$ cat src/gtc_defines.svh
`ifndef GTC_DEFINES_SVH
`define GTC_DEFINES_SVH

`define GTC_ADDR_W 12
`define GTC_OFF_CTRL 12'h000
`define GTC_OFF_GATE 12'h004
`define GTC_OFF_CNT_LO 12'h008
`define GTC_OFF_CNT_HI 12'h00c
`define GTC_OFF_STAT 12'h010

// timer control register fields
`define GTC_CTRL_RUN 0
`define GTC_CTRL_SYNC_DIS 2
`define GTC_CTRL_OSC_EN 3
`define GTC_CTRL_PS_LO 4
`define GTC_CTRL_CS_LO 6
// gate control register fields
`define GTC_GATE_VAL 2
`define GTC_GATE_POL 6
`define GTC_GATE_EN 7
// status register fields
`define GTC_STAT_OVF 0

`define GTC_CTRL_RST 8'h00
`define GTC_GATE_RST 8'h00
`define GTC_CNT_RST 16'h0000
`define GTC_CNT_MAX 16'hffff
// system clocks per instruction cycle
`define GTC_INSTR_DIV 4
`define GTC_PHASE_LAST 2'h3
`define GTC_NSYNC 4

`endif

$ cat src/gtc_pkg.sv
package gtc_pkg;

   typedef enum logic [1:0] {
      GTC_SRC_INSTR,
      GTC_SRC_SYS,
      GTC_SRC_EXT,
      GTC_SRC_CPS
   } gtc_src_t;

   typedef struct packed {
      logic [3:0] s1;
      logic [3:0] s2;
   } gtc_sync_t;

   typedef struct packed {
      logic [2:0] cnt;
   } gtc_pre_t;

   typedef struct packed {
      logic run;
      logic gate_en;
      logic gate_pol;
      logic sync_dis;
      logic osc_en;
      logic [1:0] ps;
      gtc_src_t cs;
      logic [15:0] cnt;
      logic ovf;
      logic armed;
      logic ext_prev;
      logic [1:0] phase;
      logic pend;
      logic pready;
      logic pslverr;
      logic [31:0] prdata;
      logic wake;
      logic xout;
   } gtc_state_t;

endpackage

$ cat src/gtc_sync.sv
`timescale 1ns/1ps
`include "gtc_defines.svh"
// two-flop synchronizer for the pin-side levels
module gtc_sync (
   input wire logic i_mclk,
   input wire logic i_rst_b,
   input wire logic i_ce,
   input wire logic [`GTC_NSYNC-1:0] i_d,
   output logic [`GTC_NSYNC-1:0] o_q
);
   gtc_pkg::gtc_sync_t st_r;
   gtc_pkg::gtc_sync_t st_nxt;

   always_comb begin
      st_nxt = st_r;
      if (i_ce) begin
         st_nxt.s1 = i_d;
         st_nxt.s2 = st_r.s1;
      end
   end

   always_ff @(posedge i_mclk or negedge i_rst_b) begin
      if (!i_rst_b) begin
         st_r <= '0;
      end else begin
         st_r <= st_nxt;
      end
   end

   assign o_q = st_r.s2;
endmodule

$ cat src/gtc_prescale.sv
`timescale 1ns/1ps
`include "gtc_defines.svh"
// hidden divide-by-1/2/4/8 stage ahead of the counter
module gtc_prescale (
   input wire logic i_mclk,
   input wire logic i_rst_b,
   input wire logic i_ce,
   input wire logic i_tick,
   input wire logic i_clear,
   input wire logic [1:0] i_ps,
   output logic o_tick
);
   gtc_pkg::gtc_pre_t st_r;
   gtc_pkg::gtc_pre_t st_nxt;
   logic [2:0] mask;

   always_comb begin
      case (i_ps)
         2'h0: mask = 3'h0;
         2'h1: mask = 3'h1;
         2'h2: mask = 3'h3;
         default: mask = 3'h7;
      endcase
   end

   assign o_tick = i_tick && ((st_r.cnt & mask) == mask);

   always_comb begin
      st_nxt = st_r;
      if (i_clear) begin
         st_nxt.cnt = 3'h0;
      end else if (i_tick) begin
         st_nxt.cnt = 3'(st_r.cnt + 3'h1);
      end
   end

   always_ff @(posedge i_mclk or negedge i_rst_b) begin
      if (!i_rst_b) begin
         st_r <= '0;
      end else if (i_ce) begin
         st_r <= st_nxt;
      end
   end
endmodule

$ cat src/gtc_timer.sv
// The implementer's own choices: the APB interface to the registers and the address map.
`timescale 1ns/1ps
`include "gtc_defines.svh"
module gtc_timer (
   input wire logic i_mclk,
   input wire logic i_rst_b,
   input wire logic i_ce,
   input wire logic psel,
   input wire logic penable,
   input wire logic pwrite,
   input wire logic [`GTC_ADDR_W-1:0] paddr,
   input wire logic [31:0] pwdata,
   output logic [31:0] prdata,
   output logic pready,
   output logic pslverr,
   input wire logic i_ext_clock_pin,
   input wire logic i_cps_osc,
   input wire logic i_crystal_in_pin,
   input wire logic i_gate_input,
   input wire logic i_sleep,
   output logic o_crystal_out_pin,
   output logic o_crystal_osc_on,
   output logic o_overflow_flag,
   output logic o_wake,
   output logic [15:0] o_count
);
   gtc_pkg::gtc_state_t st_r;
   gtc_pkg::gtc_state_t st_nxt;

   logic [`GTC_NSYNC-1:0] pins_s;
   logic pin_s;
   logic cps_s;
   logic xin_s;
   logic gate_s;

   // all pin levels pass two flops before anything looks at them
   gtc_sync u_sync (
      .i_mclk(i_mclk),
      .i_rst_b(i_rst_b),
      .i_ce(i_ce),
      .i_d({i_gate_input, i_crystal_in_pin, i_cps_osc, i_ext_clock_pin}),
      .o_q(pins_s)
   );
   assign pin_s = pins_s[0];
   assign cps_s = pins_s[1];
   assign xin_s = pins_s[2];
   assign gate_s = pins_s[3];

   // apb decode; one wait state, answer in the second access cycle
   logic acc;
   logic wr_acc;
   logic wr_lo;
   logic wr_hi;
   logic cnt_wr;
   logic mapped;
   logic [31:0] rd_val;

   assign acc = psel && penable && st_r.pready;
   assign wr_acc = acc && pwrite;
   assign wr_lo = wr_acc && (paddr == `GTC_OFF_CNT_LO);
   assign wr_hi = wr_acc && (paddr == `GTC_OFF_CNT_HI);
   assign cnt_wr = wr_lo || wr_hi;

   always_comb begin
      mapped = 1'b1;
      rd_val = 32'h0;
      case (paddr)
         `GTC_OFF_CTRL: begin
            rd_val[`GTC_CTRL_RUN] = st_r.run;
            rd_val[`GTC_CTRL_SYNC_DIS] = st_r.sync_dis;
            rd_val[`GTC_CTRL_OSC_EN] = st_r.osc_en;
            rd_val[`GTC_CTRL_PS_LO +: 2] = st_r.ps;
            rd_val[`GTC_CTRL_CS_LO +: 2] = st_r.cs;
         end
         `GTC_OFF_GATE: begin
            // raw synchronized level, readable even with the gate disabled
            rd_val[`GTC_GATE_VAL] = gate_s;
            rd_val[`GTC_GATE_POL] = st_r.gate_pol;
            rd_val[`GTC_GATE_EN] = st_r.gate_en;
         end
         `GTC_OFF_CNT_LO: rd_val[7:0] = st_r.cnt[7:0];
         `GTC_OFF_CNT_HI: rd_val[7:0] = st_r.cnt[15:8];
         `GTC_OFF_STAT: rd_val[`GTC_STAT_OVF] = st_r.ovf;
         default: mapped = 1'b0;
      endcase
   end

   // clock source and edge handling
   logic ext_sel;
   logic ext_lvl;
   logic ext_rise;
   logic ext_fall;
   logic ext_event;
   logic phase_end;
   logic src_tick;
   logic gate_ok;
   logic cnt_en;
   logic sleep_ok;
   logic pre_in;
   logic inc;

   assign ext_sel = (st_r.cs == gtc_pkg::GTC_SRC_EXT) || (st_r.cs == gtc_pkg::GTC_SRC_CPS);
   // pin or crystal by oscillator enable, else sensing oscillator
   assign ext_lvl = (st_r.cs == gtc_pkg::GTC_SRC_EXT) ? (st_r.osc_en ? xin_s : pin_s)
                                                      : cps_s;
   assign ext_rise = ext_lvl && !st_r.ext_prev;
   assign ext_fall = !ext_lvl && st_r.ext_prev;
   assign ext_event = ext_rise && st_r.armed;
   assign phase_end = (st_r.phase == `GTC_PHASE_LAST);

   always_comb begin
      case (st_r.cs)
         gtc_pkg::GTC_SRC_INSTR: src_tick = phase_end;
         gtc_pkg::GTC_SRC_SYS: src_tick = 1'b1;
         default: begin
            // synchronized edges are released on the instruction boundary
            if (st_r.sync_dis) begin
               src_tick = ext_event;
            end else begin
               src_tick = phase_end && (st_r.pend || ext_event);
            end
         end
      endcase
   end

   assign gate_ok = (gate_s == st_r.gate_pol);
   assign cnt_en = st_r.run && (!st_r.gate_en || gate_ok);
   // only an unsynchronized external source keeps counting in sleep
   assign sleep_ok = !i_sleep || (ext_sel && st_r.sync_dis);
   // a count write wins over any increment in the same cycle
   assign pre_in = src_tick && cnt_en && sleep_ok && !cnt_wr;

   gtc_prescale u_pre (
      .i_mclk(i_mclk),
      .i_rst_b(i_rst_b),
      .i_ce(i_ce),
      .i_tick(pre_in),
      .i_clear(cnt_wr),
      .i_ps(st_r.ps),
      .o_tick(inc)
   );

   always_comb begin
      st_nxt = st_r;
      st_nxt.phase = 2'(st_r.phase + 2'h1);
      st_nxt.ext_prev = ext_lvl;
      st_nxt.wake = 1'b0;
      // pending synchronized edge waits for the boundary
      if (st_r.sync_dis || !ext_sel || phase_end || cnt_wr) begin
         st_nxt.pend = 1'b0;
      end else if (ext_event && cnt_en) begin
         st_nxt.pend = 1'b1;
      end
      // a falling edge must be seen again after a write or a disable
      if (cnt_wr || !st_r.run) begin
         st_nxt.armed = 1'b0;
      end else if (ext_fall) begin
         st_nxt.armed = 1'b1;
      end
      if (inc) begin
         st_nxt.cnt = 16'(st_r.cnt + 16'h1);
         if (st_r.cnt == `GTC_CNT_MAX) begin
            st_nxt.wake = i_sleep;
         end
      end
      // apb answer
      st_nxt.pready = psel && penable && !st_r.pready;
      if (psel && penable && !st_r.pready) begin
         st_nxt.prdata = pwrite ? 32'h0 : rd_val;
         st_nxt.pslverr = !mapped;
      end else begin
         st_nxt.pslverr = 1'b0;
      end
      if (wr_acc) begin
         case (paddr)
            `GTC_OFF_CTRL: begin
               st_nxt.run = pwdata[`GTC_CTRL_RUN];
               st_nxt.sync_dis = pwdata[`GTC_CTRL_SYNC_DIS];
               st_nxt.osc_en = pwdata[`GTC_CTRL_OSC_EN];
               st_nxt.ps = pwdata[`GTC_CTRL_PS_LO +: 2];
               st_nxt.cs = gtc_pkg::gtc_src_t'(pwdata[`GTC_CTRL_CS_LO +: 2]);
            end
            `GTC_OFF_GATE: begin
               st_nxt.gate_pol = pwdata[`GTC_GATE_POL];
               st_nxt.gate_en = pwdata[`GTC_GATE_EN];
            end
            `GTC_OFF_CNT_LO: st_nxt.cnt[7:0] = pwdata[7:0];
            `GTC_OFF_CNT_HI: st_nxt.cnt[15:8] = pwdata[7:0];
            `GTC_OFF_STAT: begin
               if (pwdata[`GTC_STAT_OVF]) begin
                  st_nxt.ovf = 1'b0;
               end
            end
            default: begin
            end
         endcase
      end
      // set wins over a clear in the same cycle
      if (inc && (st_r.cnt == `GTC_CNT_MAX)) begin
         st_nxt.ovf = 1'b1;
      end
      // crystal amplifier runs regardless of sleep
      st_nxt.xout = st_r.osc_en && !xin_s;
   end

   always_ff @(posedge i_mclk or negedge i_rst_b) begin
      if (!i_rst_b) begin
         st_r <= '0;
      end else if (i_ce) begin
         st_r <= st_nxt;
      end
   end

   assign prdata = st_r.prdata;
   assign pready = st_r.pready;
   assign pslverr = st_r.pslverr;
   assign o_crystal_out_pin = st_r.xout;
   assign o_crystal_osc_on = st_r.osc_en;
   assign o_overflow_flag = st_r.ovf;
   assign o_wake = st_r.wake;
   assign o_count = st_r.cnt;
endmodule

$ cat config.mk
export PLATFORM = sky130hd
export DESIGN_NAME = gtc_timer
export DESIGN_NICKNAME = d
export VERILOG_FILES = /design/src/gtc_pkg.sv /design/src/gtc_sync.sv /design/src/gtc_prescale.sv /design/src/gtc_timer.sv
export VERILOG_INCLUDE_DIRS = /design/src /design/src/src
export SDC_FILE = /design/constraint.sdc
export NUM_CORES = 1
export LEC_CHECK = 0
export BUFFER_PORTS_ARGS = -buffer_cell sky130_fd_sc_hd__buf_2
export CORE_AREA = 2 2 90 92
export CTS_BUF_LIST = sky130_fd_sc_hd__clkbuf_16
export DETAILED_ROUTE_END_ITERATION = 10
export DIE_AREA = 0 0 92 94
export PLACE_DENSITY = 0.82
export SLEW_MARGIN = 10
export SYNTH_ARGS = -nofsm -noshare
export SYNTH_HDL_FRONTEND = slang
export SYNTH_SLANG_ARGS = --single-unit
export TNS_END_PERCENT = 10
$ cat constraint.sdc
create_clock -name i_mclk -period 2.1 [get_ports i_mclk]
set_input_delay 0.315 -clock i_mclk [delete_from_list [all_inputs] [get_ports i_mclk]]
set_output_delay 0.315 -clock i_mclk [all_outputs]
set_load 0.01 [all_outputs]
* Yosys cells after proc, flatten, opt, wreduce, memory -nomap -nowiden *
Cells that the tools add are included.

storage, ports and cells
  register bits = 78
  bits of input ports = 55
  output and inout port bits = 54
  word-level logic and storage cells = 121

operators by class
  $add $sub $neg = 3
  eq/ne operators = 13
  multiplexer cells = 28
  bitwise operators = 1
  reductions and logical operators = 55

operators with widths
  kind                                                              number
  12-bit by 4-bit == test with 1-bit output, second input constant  2
  8-bit two-way mux                                                 3
  1-bit logical AND                                                 19
  3-bit one-hot mux with 3 select lines                             2
  17-bit two-way mux                                                1
  16-bit by 1-bit adder with 16-bit output, second input constant   1
  16-bit == test, second input constant                             1
  16-bit two-way mux                                                1
  1-bit two-way mux                                                 14
  12-bit by 3-bit == test with 1-bit output, second input constant  1
  12-bit by 5-bit == test with 1-bit output, second input constant  1
  12-bit zero test                                                  1
  2-bit nonzero test                                                6
  1-bit zero test                                                   10
  1-bit logical OR                                                  9
  2-bit == test, second input constant                              4
  1-bit one-hot mux with 4 select lines                             2
  2-bit one-hot mux with 4 select lines                             1
  2-bit AND reduction                                               4
  3-bit two-way mux                                                 2
  3-bit AND reduction                                               2
  5-bit OR reduction                                                1
  2-bit by 1-bit == test with 1-bit output, second input constant   2
  2-bit zero test                                                   2
  other kinds (7)                                                   8

* Depth between registers and ports, before layout *
  word-level depth = 16
  depth in mapped cells = 8
  gate-level depth less buffers = 7

* Hierarchy *
A second synthesis with hierarchy kept.

second synthesis, totals
  cell total of the unflattened synthesis = 357
  area, all modules = 3,467.1 sq um

by module, submodules not included
  module        times used  cells an instance  area an instance (sq um)  sequential area each (sq um)
  gtc_timer     1           314                2,920.3                   1,076.0
  gtc_sync      1           21                 361.6                     200.2
  gtc_prescale  1           22                 185.2                     75.1

* Worst setup path after synthesis *
No wires, ideal clock.

  path kind = flip-flop to flip-flop
  from = register st_r, in the netlist o_crystal_osc_on
  to = register st_r, in the netlist o_count[12]
  library setup time = 80 ps
  data arrival time = 1,950 ps
  data required time = 2,020 ps
  path slack = 70 ps
  cell stages (with the launch flop) = 8
  buffers on the path = 1
  period minus slack after synthesis = 2,030 ps
  cells stage by stage = dfrtp_1 > mux2_1 > mux2_4 > a21oi_4 > and4bb_1 > buf_6 > and4_1 > nor3_2

on the way
  word-level cells in the longest chain between the ends = 15

RTL lines
  element                                    RTL line            text
  start: declaration                         gtc_timer.sv:27     gtc_pkg::gtc_state_t st_r;
  start signal: assignment                   gtc_timer.sv:210    st_r <= st_nxt;
  1-bit two-way mux (*) (2 in series)        gtc_timer.sv:104    assign ext_lvl = (st_r.cs == gtc_pkg::GTC_SRC_EXT) ? (st_r.osc_en ? xin_s : pin_s)
  1-bit logical AND (*)                      gtc_timer.sv:106    assign ext_rise = ext_lvl && !st_r.ext_prev;
  1-bit logical AND (*)                      gtc_timer.sv:108    assign ext_event = ext_rise && st_r.armed;
  1-bit logical OR                           gtc_timer.sv:120    src_tick = phase_end && (st_r.pend || ext_event);
  1-bit logical AND                          gtc_timer.sv:120
  1-bit two-way mux (*)                      gtc_timer.sv:117    if (st_r.sync_dis) begin
  1-bit one-hot mux with 2 select lines (*)  gtc_timer.sv:112    case (st_r.cs)
  1-bit logical AND (*) (3 in series)        gtc_timer.sv:131    assign pre_in = src_tick && cnt_en && sleep_ok && !cnt_wr;
  1-bit logical AND (*)                      gtc_prescale.sv:26  assign o_tick = i_tick && ((st_r.cnt & mask) == mask);
  16-bit two-way mux (*)                     gtc_timer.sv:160    if (inc) begin
  8-bit two-way mux                          gtc_timer.sv:175    case (paddr)
  17-bit two-way mux (*)                     gtc_timer.sv:174    if (wr_acc) begin

Every way passes the cells marked *; elsewhere a longest branch is shown, timed or not. The select of a mux whose other input is x is not followed.
A chain may end at the register's enable or synchronous reset.

* Worst setup path after layout *
  from = register st_r, in the netlist o_crystal_osc_on
  to = register st_r, in the netlist o_count[14]

Same word-level chain as after synthesis.

==> impl_metrics.csv <==
group,metric,value,unit
sta,max_freq,0.489,GHz
sta,finalWorstSetupSlack,56.8,ps
power,finalPower,2.41,mW
job,drv_cap,0,
final_layout,drive_above_1_share,32.4,%
final_layout,regArea,0.00135,mm²
route,ant_nets,0,
sta,slew_viol_final,0,
clocking,cts_buffers,5,
synth,synth_area,0.00351,mm²
global_routing,antenna_found_initial,0,
synth,synth-warning-count,0,
global_routing,overflow,0,
power,p_leak,1.88,nW
placed_design,dp_worst_setup_slack,-84.5,ps
clocking,cts_buffer_depth,2,
synth,ys.flop_type,"dfrtp_1",
clocking,cts.sinks,54,
clocking,worstSkewPairLatency,290,ps
synth,ys_ff_latch,54,
critical_path,startpoint,"o_crystal_osc_on",
power,power_density,608,mW/mm²
floorplan,start_util,46.1,%
route,vias,3011,
critical_path,max_stage_delay,390,ps
sta,fin_crit,2040,ps
floorplan,core,0.00761,mm²
critical_path,start_kind,"flip-flop",
final_layout,stdcell_area,0.00397,mm²
placed_design,place_area,0.00378,mm²
placed_design,hpwl,6600,µm
route,drt_iter0_drc,360,
critical_path,end_kind,"flip-flop",
global_routing,grt_usage,21.2,%
final_layout,nNetsFinal,474,
synth,syn-instance-count,363,
sta,clock_skew,3.79,ps
sta,setup_violations,0,
global_routing,first_global_vias,2864,
floorplan,die_x,92,µm
synth,ys_types,67,
sta,worst_pin_slew,693,ps
final_layout,nFillCells,693,
min_path,hold_class,"in2async",
route,wl,8980,µm
clocking,clk_pin_slew,70,ps
floorplan,die_area,0.00865,mm²
sta,hold_viol_final,0,
final_layout,area_delta_synth_final,13.2,%
synth,async_flop_share,100,%
critical_path,cp_max_fo,10,
clocking,cts_root_buffer,"clkbuf_16",
sta,max_slew_margin,53.8,%
floorplan,die-height,94,µm
final_layout,num_antenna_cells,0,
route,first_pass_iters,6,
clocking,cts_tree,"built",
global_routing,grt_max_degree,55,
route,drc,0,
critical_path,path_cells,"mux2_1 > mux2_4 > a21oi_4 > and4bb_4 > and3_1 > nor3_1",
floorplan,io_pins,109,
synth,yosysSeqAreaShare,38.5,%
critical_path,crit_type,"reg2reg",
status,status,"finished clean",
sta,fin_crit_sh,97.3,%
critical_path,slowest_stage,"dfrtp_1",
synth,synth_area_per_cell,9.66,µm²
placed_design,place.gp.congestion,0.963,
clocking,cts_max_level,2,
placed_design,port_buffers,60,
floorplan,num_rows,32,
critical_path,required,2300,ps
synth,synth_edf_count,0,
critical_path,arrival,2240,ps
final_layout,multi_input_area,0.00174,mm²
power,ir_worst_vdd,0.000356,V
route,routed_via_density,5.80,
clocking,ctsHoldBuffers,0,
critical_path,r2r_start,"o_crystal_osc_on",
route,wl_per_cell,17.3,µm
global_routing,grt_pass1_wl,14500,µm
sta,fin_hold_ws,149,ps
final timing paths:
| path | endpoint | slack (ps) | cells after the start |
|---|---|---|---|
| setup reg to reg | o_count[14] | 60 | 6 |
| hold / removal | o_count[11] | 150 | 2 |
| max in group asynchronous | st_r[59] | 1450 | 2 |
| min in group i_mclk | u_sync.st_r[5] | 250 | 2 |
| hold reg to reg | prdata[1] | 480 | 2 |
| setup / recovery | o_count[14] | 60 | 6 |
cell families after synthesis:
family	count (synthesis)	share of synthesized area, %
other cells	1	0.107
flops	54	38.5
compound gates	70	14.3
fa+ha+maj	3	1.07
simple gates	122	20.7
xor+xnor	3	0.749
buf+inv	81	14.7
mux	29	9.92
cell usage after synthesis, types with 8 or more instances:
cell type | instances | area (µm²)
a21oi_1 | 8 | 40.0
and3_1 | 10 | 62.6
buf_4 | 49 | 368
clkbuf_1 | 11 | 41.3
dfrtp_1 | 54 | 1350
inv_1 | 13 | 48.8
mux2_2 | 21 | 236
nand2_1 | 15 | 56.3
nand3_1 | 8 | 40.0
nor2_1 | 21 | 78.8
nor3_1 | 16 | 80.1
o21ai_0 | 14 | 70.1
flip-flops by register name, indices dropped and copies added (netlist names):
register	cells
o_crystal_out_pin	1
u_sync.st_r	4
pready	1
o_crystal_osc_on	1
o_overflow_flag	1
o_count	16
prdata	8
o_wake	1
u_pre.st_r	3
pslverr	1
st_r	13
u_sync.o_q	4
cell usage in the layout (no fill, tap or decap), types with 4 or more instances in the layout:
| master | synthesis | layout |
|---|---|---|
| buf_2 | 3 | 60 |
| dfrtp_1 | 54 | 53 |
| buf_4 | 49 | 30 |
| conb_1 | 1 | 24 |
| mux2_2 | 21 | 21 |
| nor2_1 | 21 | 21 |
| nor3_1 | 16 | 16 |
| nand2_1 | 15 | 15 |
| o21ai_0 | 14 | 14 |
| inv_1 | 13 | 13 |
| and3_1 | 10 | 10 |
| nand3_1 | 8 | 8 |
| a21oi_1 | 8 | 8 |
| or3_1 | 7 | 7 |
| and2_1 | 7 | 7 |
| and4_1 | 7 | 7 |
| nand2b_1 | 6 | 6 |
| a31oi_1 | 6 | 6 |
| a211oi_1 | 5 | 5 |
| a311oi_1 | 6 | 5 |
| clkbuf_16 | 0 | 5 |
| nor4_1 | 4 | 4 |
| mux2i_1 | 4 | 4 |
| o22ai_1 | 4 | 4 |
| nand4_1 | 4 | 4 |
critical path: cells and delay by family (launching register included):
family | cells | cell delay [ps]
DFF | 1 | 390
muxes | 2 | 610
and+or+nand+nor | 3 | 680
AOI/OAI and AO/OA | 1 | 260
layout make-up:
type / count / share of cell area, %
multi-input combinational: 251 / 43.9
sequential: 54 / 34.1
timing repair buffer: 90 / 13.2
tap: 102 / 3.21
clock buffer: 5 / 3.15
inverter: 14 / 1.32
clock inverter: 3 / 1.13
layer usage:
layer | global-route usage, % | share of wire, %
met1 | 28.7 | 42
met2 | 33.9 | 46
met3 | 4.82 | 10
met4 | 6.59 | 1.7
met5 | 0 | 0
repair_timing:
action                                 CTS  global route
resized for setup                        2             3
setup endpoints to repair                3            11
pin swaps                                0             1
endpoints found under the hold margin    0             0
setup buffers                            0             1
through the flow:
stage                     utilization (%)  setup TNS, ps  instances
after CTS                            51.9              0        518
final                                52.2              0        519
after global routing                 52.2          -4.12        519
after detailed placement             49.7           -481        510
after global placement               49.7          -61.7        510
after floorplan                         -              0        386
power breakdown:
part	switching, mW	internal, mW
logic	0.206	0.150
clock network	0.377	0.562
registers	0.0318	1.09
total	0.614	1.80
Note: power is estimated with default switching activity, not from simulation.
